--- config.mk ---
export PLATFORM = sky130hd
export DESIGN_NAME = scss_top
export DESIGN_NICKNAME = d
export VERILOG_FILES = /design/src/scss_pkg.sv /design/src/scss_shift_timer.sv /design/src/scss_top.sv
export SDC_FILE = /design/constraint.sdc
export NUM_CORES = 1
export LEC_CHECK = 0
export ABC_AREA = 1
export BUFFER_PORTS_ARGS = -buffer_cell sky130_fd_sc_hd__buf_4
export CAP_MARGIN = 15
export CORE_AREA = 2 2 291 293
export CTS_CLUSTER_DIAMETER = 50
export DETAILED_ROUTE_END_ITERATION = 6
export DIE_AREA = 0 0 293 295
export PLACE_DENSITY_LB_ADDON = 0.1
export SLEW_MARGIN = 20
export SYNTH_ARGS = -nofsm -noshare
export SYNTH_HDL_FRONTEND = slang
export SYNTH_SLANG_ARGS = --single-unit
export TNS_END_PERCENT = 30
--- constraint.sdc ---
create_clock -name i_clk -period 3 [get_ports i_clk]
set_input_delay 0.15 -clock i_clk [delete_from_list [all_inputs] [get_ports i_clk]]
set_output_delay 0.15 -clock i_clk [all_outputs]
set_load 0.01 [all_outputs]
--- src/scss_pkg.sv ---
// Package with constants for the subordinate cycle sync shift block.
package scss_pkg;
	localparam logic [7:0]  SCSS_OUT_SYNC_TYPE      = 8'h03;
	localparam logic [7:0]  SCSS_IN_SYNC_TYPE       = 8'h01;
	localparam logic [1:0]  SCSS_DC_SUBORDINATE     = 2'h2;
	localparam logic [1:0]  SCSS_SHIFT_NONE         = 2'h0;
	localparam logic [1:0]  SCSS_SHIFT_LOCAL_TIMER  = 2'h1;
	localparam int          SCSS_SUP_DC_LSB         = 2;
	localparam int          SCSS_SUP_SHIFT_LSB      = 4;
	localparam logic [31:0] SCSS_CYCLE_RST          = 32'h0000_0000;
	localparam logic [15:0] SCSS_COUNT_RST          = 16'h0000;
	localparam int          SCSS_CLK_PERIOD_NS      = 10;
	localparam int          SCSS_TICK_NS            = 10;
	localparam int          SCSS_TICK_CYCLES        = (SCSS_TICK_NS + SCSS_CLK_PERIOD_NS - 1) / SCSS_CLK_PERIOD_NS;
	typedef enum logic [1:0] {
		SCSS_IDLE  = 2'b00,
		SCSS_COUNT = 2'b01,
		SCSS_FIRE  = 2'b10
	} scss_state_e;
endpackage

--- src/scss_shift_timer.sv ---
// Shift timer that fires a strobe a programmed number of ticks after a trigger.
`timescale 1ns/1ns
`default_nettype none
module scss_shift_timer
	import scss_pkg::*;
#(
	parameter int W = 32
) (
	input  wire logic         i_clk,
	input  wire logic         i_srst,
	input  wire logic         i_tick,
	input  wire logic         i_trig,
	input  wire logic         i_enable,
	input  wire logic [W-1:0] i_shift,
	output logic              o_strobe,
	output logic              o_busy
);
	scss_state_e  state_r;
	logic [W-1:0] cnt_r;

	// A new trigger restarts the delay; a pending strobe is dropped unless the trigger comes in the SCSS_FIRE cycle.
	always_ff @(posedge i_clk) begin
		if (i_srst) begin
			state_r <= SCSS_IDLE;
			cnt_r   <= '0;
		end else begin
			case (state_r)
				SCSS_IDLE: begin
					if (i_trig) begin
						cnt_r   <= i_shift;
						state_r <= (!i_enable || i_shift == '0) ? SCSS_FIRE : SCSS_COUNT;
					end
				end
				SCSS_COUNT: begin
					if (i_trig) begin
						cnt_r   <= i_shift;
						state_r <= (!i_enable || i_shift == '0) ? SCSS_FIRE : SCSS_COUNT;
					end else if (i_tick) begin
						cnt_r <= cnt_r - 1'b1;
						if (cnt_r == {{(W-1){1'b0}}, 1'b1}) begin
							state_r <= SCSS_FIRE;
						end
					end
				end
				SCSS_FIRE: begin
					if (i_trig) begin
						cnt_r   <= i_shift;
						state_r <= (!i_enable || i_shift == '0) ? SCSS_FIRE : SCSS_COUNT;
					end else begin
						state_r <= SCSS_IDLE;
					end
				end
				default: state_r <= SCSS_IDLE;
			endcase
		end
	end

	always_ff @(posedge i_clk) begin
		if (i_srst) begin
			o_strobe <= 1'b0;
		end else begin
			o_strobe <= (state_r == SCSS_FIRE);
		end
	end

	assign o_busy = (state_r == SCSS_COUNT);
endmodule // scss_shift_timer
`default_nettype wire

--- src/scss_top.sv ---
// Subordinate-cycle synchronisation: local cycle start, shifted strobes and sync entries.
`timescale 1ns/1ns
`default_nettype none
module scss_top
	import scss_pkg::*;
#(
	parameter int TW = 32,
	parameter int CW = 16
) (
	input  wire logic          i_clk,
	input  wire logic          i_srst,
	input  wire logic          i_sync0,
	input  wire logic          i_sync1,
	input  wire logic          i_buf_event,
	input  wire logic          i_toggle_fault,
	input  wire logic          i_cycle_too_small,
	input  wire logic          i_out_shift_en,
	input  wire logic          i_in_shift_en,
	input  wire logic [TW-1:0] i_out_shift_time,
	input  wire logic [TW-1:0] i_in_shift_time,
	input  wire logic [TW-1:0] i_sync1_period_cfg,
	input  wire logic [TW-1:0] i_sync0_period_cfg,
	input  wire logic          i_copy_period,
	input  wire logic          i_get_cycle_wr,
	input  wire logic [15:0]   i_get_cycle_data,
	input  wire logic [TW-1:0] i_min_cycle_time,
	input  wire logic [TW-1:0] i_calc_copy_time,
	input  wire logic [TW-1:0] i_delay_time,
	input  wire logic          i_clear_errors,
	output logic               o_local_cycle_start,
	output logic               o_output_update,
	output logic               o_input_latch,
	output logic [7:0]         o_out_sync_type,
	output logic [7:0]         o_in_sync_type,
	output logic [15:0]        o_out_supported,
	output logic [15:0]        o_in_supported,
	output logic [TW-1:0]      o_out_cycle_time,
	output logic [TW-1:0]      o_in_cycle_time,
	output logic [TW-1:0]      o_out_shift_time,
	output logic [TW-1:0]      o_in_shift_time,
	output logic [TW-1:0]      o_min_cycle_time,
	output logic [TW-1:0]      o_calc_copy_time,
	output logic [TW-1:0]      o_delay_time,
	output logic [TW-1:0]      o_out_sync0_time,
	output logic [TW-1:0]      o_in_sync0_time,
	output logic [15:0]        o_out_get_cycle,
	output logic [15:0]        o_in_get_cycle,
	output logic [CW-1:0]      o_out_too_small_count,
	output logic [CW-1:0]      o_in_too_small_count,
	output logic [CW-1:0]      o_out_missed_buffer_event_count,
	output logic [CW-1:0]      o_in_missed_buffer_event_count,
	output logic [CW-1:0]      o_out_shift_short_count,
	output logic [CW-1:0]      o_in_shift_short_count,
	output logic [CW-1:0]      o_out_receive_toggle_fault_count,
	output logic [CW-1:0]      o_in_receive_toggle_fault_count,
	output logic               o_out_sync_error,
	output logic               o_in_sync_error
);
	// Event pins come from another timing domain and pass two flops first.
	logic [4:0] meta_r;
	logic [4:0] sync_r;
	logic [4:0] prev_r;
	logic       sync0_rise;
	logic       sync1_rise;
	logic       buf_rise;
	logic       tog_rise;
	logic       small_rise;
	logic       tick_r;
	logic [7:0] tick_cnt_r;
	logic       buf_seen_r;
	logic       out_busy;
	logic       in_busy;
	logic [TW-1:0] cycle_r;
	logic [15:0]   get_cycle_r;
	logic [CW-1:0] too_small_r;
	logic [CW-1:0] missed_r;
	logic [CW-1:0] short_r;
	logic [CW-1:0] toggle_r;
	logic          sync_err_r;

	always_ff @(posedge i_clk) begin
		if (i_srst) begin
			meta_r <= 5'h00;
			sync_r <= 5'h00;
			prev_r <= 5'h00;
		end else begin
			meta_r <= {i_cycle_too_small, i_toggle_fault, i_buf_event, i_sync1, i_sync0};
			sync_r <= meta_r;
			prev_r <= sync_r;
		end
	end

	assign sync0_rise = sync_r[0] & ~prev_r[0];
	assign sync1_rise = sync_r[1] & ~prev_r[1];
	assign buf_rise   = sync_r[2] & ~prev_r[2];
	assign tog_rise   = sync_r[3] & ~prev_r[3];
	assign small_rise = sync_r[4] & ~prev_r[4];

	// Local time base tick; shift times are counted in these ticks.
	always_ff @(posedge i_clk) begin
		if (i_srst) begin
			tick_cnt_r <= 8'h00;
			tick_r     <= 1'b0;
		end else if (tick_cnt_r == 8'(SCSS_TICK_CYCLES - 1)) begin
			tick_cnt_r <= 8'h00;
			tick_r     <= 1'b1;
		end else begin
			tick_cnt_r <= tick_cnt_r + 8'h01;
			tick_r     <= 1'b0;
		end
	end

	always_ff @(posedge i_clk) begin
		if (i_srst) begin
			o_local_cycle_start <= 1'b0;
		end else begin
			o_local_cycle_start <= sync0_rise;
		end
	end

	// Only SYNC1 triggers the timers, and only the shift time delays them.
	scss_shift_timer #(.W(TW)) u_out_timer (
		.i_clk    (i_clk),
		.i_srst   (i_srst),
		.i_tick   (tick_r),
		.i_trig   (sync1_rise),
		.i_enable (i_out_shift_en),
		.i_shift  (i_out_shift_time),
		.o_strobe (o_output_update),
		.o_busy   (out_busy)
	);

	scss_shift_timer #(.W(TW)) u_in_timer (
		.i_clk    (i_clk),
		.i_srst   (i_srst),
		.i_tick   (tick_r),
		.i_trig   (sync1_rise),
		.i_enable (i_in_shift_en),
		.i_shift  (i_in_shift_time),
		.o_strobe (o_input_latch),
		.o_busy   (in_busy)
	);

	always_ff @(posedge i_clk) begin
		if (i_srst) begin
			cycle_r <= SCSS_CYCLE_RST;
		end else if (i_copy_period) begin
			cycle_r <= i_sync1_period_cfg;
		end
	end

	always_ff @(posedge i_clk) begin
		if (i_srst) begin
			get_cycle_r <= 16'h0000;
		end else if (i_get_cycle_wr) begin
			get_cycle_r <= i_get_cycle_data;
		end
	end

	// A buffer event arriving with SYNC1 in the same cycle counts as in time.
	always_ff @(posedge i_clk) begin
		if (i_srst) begin
			buf_seen_r <= 1'b0;
		end else if (sync1_rise) begin
			buf_seen_r <= 1'b0;
		end else if (buf_rise) begin
			buf_seen_r <= 1'b1;
		end
	end

	always_ff @(posedge i_clk) begin
		if (i_srst) begin
			missed_r <= SCSS_COUNT_RST;
		end else if (sync1_rise && !buf_seen_r && !buf_rise) begin
			missed_r <= missed_r + 1'b1;
		end else if (i_clear_errors) begin
			missed_r <= SCSS_COUNT_RST;
		end
	end

	// A new SYNC1 while a timer still counts means the shift exceeds the period.
	always_ff @(posedge i_clk) begin
		if (i_srst) begin
			short_r <= SCSS_COUNT_RST;
		end else if (sync1_rise && (out_busy || in_busy)) begin
			short_r <= short_r + 1'b1;
		end else if (i_clear_errors) begin
			short_r <= SCSS_COUNT_RST;
		end
	end

	always_ff @(posedge i_clk) begin
		if (i_srst) begin
			toggle_r <= SCSS_COUNT_RST;
		end else if (tog_rise) begin
			toggle_r <= toggle_r + 1'b1;
		end else if (i_clear_errors) begin
			toggle_r <= SCSS_COUNT_RST;
		end
	end

	always_ff @(posedge i_clk) begin
		if (i_srst) begin
			too_small_r <= SCSS_COUNT_RST;
		end else if (small_rise) begin
			too_small_r <= too_small_r + 1'b1;
		end else if (i_clear_errors) begin
			too_small_r <= SCSS_COUNT_RST;
		end
	end

	// Sticky; a new error in the clearing cycle wins.
	always_ff @(posedge i_clk) begin
		if (i_srst) begin
			sync_err_r <= 1'b0;
		end else if ((sync1_rise && !buf_seen_r && !buf_rise) || (sync1_rise && (out_busy || in_busy))) begin
			sync_err_r <= 1'b1;
		end else if (i_clear_errors) begin
			sync_err_r <= 1'b0;
		end
	end

	always_ff @(posedge i_clk) begin
		if (i_srst) begin
			o_out_shift_time <= '0;
			o_in_shift_time  <= '0;
			o_min_cycle_time <= '0;
			o_calc_copy_time <= '0;
			o_delay_time     <= '0;
			o_out_sync0_time <= '0;
		end else begin
			o_out_shift_time <= i_out_shift_time;
			o_in_shift_time  <= i_in_shift_time;
			o_min_cycle_time <= i_min_cycle_time;
			o_calc_copy_time <= i_calc_copy_time;
			o_delay_time     <= i_delay_time;
			o_out_sync0_time <= i_sync0_period_cfg;
		end
	end

	assign o_out_sync_type = SCSS_OUT_SYNC_TYPE;
	assign o_in_sync_type  = SCSS_IN_SYNC_TYPE;
	always_comb begin
		o_out_supported = 16'h0000;
		o_out_supported[SCSS_SUP_DC_LSB +: 2]    = SCSS_DC_SUBORDINATE;
		o_out_supported[SCSS_SUP_SHIFT_LSB +: 2] = i_out_shift_en ? SCSS_SHIFT_LOCAL_TIMER : SCSS_SHIFT_NONE;
		o_in_supported = 16'h0000;
		o_in_supported[SCSS_SUP_DC_LSB +: 2]     = SCSS_DC_SUBORDINATE;
		o_in_supported[SCSS_SUP_SHIFT_LSB +: 2]  = i_in_shift_en ? SCSS_SHIFT_LOCAL_TIMER : SCSS_SHIFT_NONE;
	end

	// Input-side mirrors share the output-side storage so they cannot diverge.
	assign o_out_cycle_time                 = cycle_r;
	assign o_in_cycle_time                  = cycle_r;
	assign o_in_sync0_time                  = o_out_sync0_time;
	assign o_out_get_cycle                  = get_cycle_r;
	assign o_in_get_cycle                   = get_cycle_r;
	assign o_out_too_small_count            = too_small_r;
	assign o_in_too_small_count             = too_small_r;
	assign o_out_missed_buffer_event_count  = missed_r;
	assign o_in_missed_buffer_event_count   = missed_r;
	assign o_out_shift_short_count          = short_r;
	assign o_in_shift_short_count           = short_r;
	assign o_out_receive_toggle_fault_count = toggle_r;
	assign o_in_receive_toggle_fault_count  = toggle_r;
	assign o_out_sync_error                 = sync_err_r;
	assign o_in_sync_error                  = sync_err_r;

	sync0_start_a: assert property (@(posedge i_clk) disable iff (i_srst)
		sync0_rise |=> o_local_cycle_start)
		else $error("Local cycle did not start after SYNC0.");
	no_sync0_start_a: assert property (@(posedge i_clk) disable iff (i_srst)
		!sync0_rise |=> !o_local_cycle_start)
		else $error("Local cycle started without SYNC0.");
	zero_shift_a: assert property (@(posedge i_clk) disable iff (i_srst)
		(sync1_rise && !i_out_shift_en) |=> ##1 o_output_update)
		else $error("Unshifted output strobe missing two cycles after SYNC1.");
	strobe_cause_a: assert property (@(posedge i_clk) disable iff (i_srst)
		$rose(o_input_latch) |-> $past(in_busy, 2) || $past(sync1_rise, 2))
		else $error("Input latch strobe without SYNC1 cause.");
	out_type_a: assert property (@(posedge i_clk) disable iff (i_srst)
		o_out_sync_type == 8'h03)
		else $error("Output sync type wrong.");
	in_type_a: assert property (@(posedge i_clk) disable iff (i_srst)
		o_in_sync_type == 8'h01)
		else $error("Input sync type wrong.");
	copy_period_a: assert property (@(posedge i_clk) disable iff (i_srst)
		i_copy_period |=> o_out_cycle_time == $past(i_sync1_period_cfg))
		else $error("Cycle time not copied.");
	supported_a: assert property (@(posedge i_clk) disable iff (i_srst)
		o_out_supported[3:2] == 2'b10 && o_in_supported[3:2] == 2'b10)
		else $error("Supported field wrong.");
	missed_count_a: assert property (@(posedge i_clk) disable iff (i_srst)
		(sync1_rise && !buf_seen_r && !buf_rise && missed_r != '1) |=> missed_r == $past(missed_r) + 1'b1)
		else $error("Missed event not counted.");
	sync_err_a: assert property (@(posedge i_clk) disable iff (i_srst)
		(sync1_rise && !buf_seen_r && !buf_rise) |=> o_out_sync_error && o_in_sync_error)
		else $error("Sync error not raised.");
endmodule // scss_top
`default_nettype wire

==> flow_summary.toml <==
[placed_design]
portBuffers = 706
place_area_mm2 = 0.0228
dp_hpwl_mm = 52.4
gp_congestion = 0.819

[clocking]
clock-sinks = 401
htree_num_levels = 3
postCtsSetupBuffers = 0
cts_root_buf = "clkbuf_16"
cts_made_buffers = 71
cts_buffer_depth = 3
insertion_delay_ps = 610
cts_tree = "done"
path_clk_slew_ps = 60

[grt]
grt_pass1_vias = 18282
grt.total_usage_pct = 15.5
grt_pass1_wl_mm = 105
grt_max_degree = 135
antenna_found_initial = 2
overflow = 0

[yosys]
synth_cell_types = 44
synthFlopType = "dfxtp_1"
ys_ff_latch = 401
synth_common_cells = "505 x nor2_1, 401 x dfxtp_1, 386 x nand2_1"
synth_top_family_by_area = "simple AND/OR/NAND/NOR gates"
synth-edff-count = 0
synth-xor-area-share_pct = 0.347
synth_area_per_cell_um2 = 7.12
yosys.area_share.adder_pct = 0.709
ys_seq_area_share_pct = 45.5
synth_compound_area_share_pct = 10.9
synth.most_common_cell = "nor2_1"
synthArstFlopShare_pct = 0
yosysTopAreaCellShare_pct = 45.5
yosys.area_share.simple_pct = 24.2
synthCells = 2480
ys_warn_count = 0
yosysTopAreaCell = "dfxtp_1"
synth.area.mux_share_pct = 0
synth_area_leaders = "dfxtp_1 45%, nor2_1 11%, buf_4 8.3%"
syn_area_mm2 = 0.0177

[sta]
rsz0062_at_grt = "false"
setup_violations = 0
finalClockSkew_ps = 27.1
hold_violations = 0
min_period_ps = 2000
setup_tns_ps = 0
slew_headroom_pct = 49.9
slew_violations = 0
max_freq_mhz = 499
timing.final.crit_share_pct = 66.8
worstMarginPinSlew_ps = 750

[worst_setup_path]
start_kind = "flop"
reg2reg_depth = 7
crit_arrival_ps = 2500
regToRegStartpoint = "u_out_timer.state_r[0]"
reg2reg_to = "u_out_timer.cnt_r[8]"
required_ps = 3500
critPathKind = "reg2reg"
cp-end-kind = "flop"
cp_max_fo = 37
reg2reg_slack_ps = 1000

[drt]
initialDrtViolationCount = 746
vias_per_cell = 4.10
first_pass_iters = 6
num_vias = 18272
routed_wl_mm = 69.7
drc = 0
postRouteAntennaNets = 0
wire_per_inst_um = 15.7

[min_path]
worstHoldPathType = "in2reg"
hold_end = "o_in_cycle_time[5]"
hold-path-cell-count = 3
holdCritStartpoint = "i_copy_period"

[power_and_ir_drop]
powerDensity_mw_per_mm2 = 608
total_leakage_power_nw = 13.6
peakVddDrop_v = 0.000426

[layout]
fillerInstances = 8843
num_antenna_cells = 0
layout.nets = 3579
syn_to_final_growth_pct = 59.5
drive_gt1_share_pct = 26.1
fin_area_mm2 = 0.0281

[floorplan]
rows = 106
dieArea_mm2 = 0.0864
core_mm2 = 0.0832
num_io_pins = 753
fp.dieW_um = 293
start_util_pct = 21.2
die_y_um = 295

[job]
drv_cap = 0

[outcome]
status = "finished clean"
==> cell usage in the layout (no fill, tap or decap), drive strengths merged, types with 5 or more instances in the layout <==
cell,n
nor3,18
nor2,522
a31oi,5
conb,46
nand3,69
a21oi,139
clkinv,17
o22ai,13
dlygate4sd3,275
o21ai,170
clkbuf,91
bufinv,13
buf,721
dfxtp,401
inv,376
a211oi,16
ha,10
xor2,6
nand4,36
o21bai,6
nand2,392
==> kinds of logic (layout without fill, tap and decap cells) <==
| group | Yosys count | after routing |
|---|---|---|
| other | 2 | 46 |
| flip-flops | 401 | 401 |
| AO/OA/AOI/OAI | 362 | 362 |
| AND/OR/NAND/NOR | 1050 | 1050 |
| buffers and inverters | 648 | 1496 |
| adder cells (fa/ha/maj) | 10 | 10 |
| XOR/XNOR | 7 | 7 |
==> metrics by stage <==
step / total power [mW] / instances / utilization (%) / setup slack, ps / hold slack, ps
5_1_grt: 18.0 / 4452 / 33.8 / 732 / 58.3
4_1_cts: 17.4 / 4452 / 33.8 / 966 / 8.62
3_5_place_dp: 8.07 / 4049 / 27.4 / 976 / 355
3_3_place_gp: 8.07 / 4049 / 27.4 / 1000 / 350
2_1_floorplan: 7.09 / 2524 / - / 1440 / 257
6_report: 17.1 / 4452 / 33.8 / 997 / 67.0
==> where the power goes <==
| group | leakage [nW] | total (mW) | switching, mW | internal, mW |
|---|---|---|---|---|
| Clock | 1.28 | 8.86 | 2.97 | 5.89 |
| Sequential | 3.31 | 5.75 | 0.169 | 5.59 |
| Combinational | 8.99 | 2.51 | 1.39 | 1.12 |
==> worst max-delay path, stage by stage, from the launching register on <==
cell     delay (ps)
dfxtp_1         460
nand2_4         290
inv_2           470
buf_4           290
nand2_1          80
o22ai_1         110
nand2_1          60
a21oi_1         130
==> flip-flops by register name, indices dropped and copies added (netlist names), 8 cells and up <==
name and flops:
o_delay_time 32, o_in_get_cycle 16, o_min_cycle_time 32, o_in_missed_buffer_event_count 16, o_out_shift_time 32, o_in_too_small_count 16, tick_cnt_r 8, o_in_shift_short_count 16
o_in_cycle_time 32, o_in_sync0_time 32, o_calc_copy_time 32, o_in_receive_toggle_fault_count 16, o_in_shift_time 32, u_in_timer.cnt_r 32, u_out_timer.cnt_r 32
==> cell type report <==
| type | instances | area, um2 | share of cell area [%] |
|---|---|---|---|
| well taps | 1080 | 1350 | 4.80 |
| inverters | 372 | 1400 | 4.97 |
| multi-input cells | 1475 | 6550 | 23.3 |
| clock buffers | 91 | 2010 | 7.15 |
| clock inverters | 37 | 593 | 2.11 |
| repair buffers | 996 | 8210 | 29.2 |
| flip-flops and latches | 401 | 8030 | 28.5 |
==> worst max path at each step <==
stage | end | from | cells after the start
3_5_place_dp | u_out_timer.cnt_r[12] | u_out_timer.state_r[0] | 6
3_3_place_gp | u_out_timer.cnt_r[8] | prev_r[1] | 9
6_report | u_out_timer.cnt_r[8] | u_out_timer.state_r[0] | 7
2_1_floorplan | o_in_shift_short_count[14] | o_in_shift_short_count[0] | 10
5_1_grt | u_out_timer.cnt_r[8] | u_out_timer.state_r[0] | 7
4_1_cts | u_out_timer.cnt_r[8] | u_out_timer.state_r[0] | 7
==> repair_timing <==
action	CTS	global route
gates resized for setup	0	0
hold buffers	275	0
hold endpoints to repair	302	0
==> metal layers <==
metal	vias to the layer above	global-route usage, %	wire length, um
met3	110	3.59	4620
li1	9130	-	-
met1	8399	18.2	28300
met5	-	0	13
met4	2	6.19	2280
met2	631	27.1	34500
(Power assumes the default switching activity.)
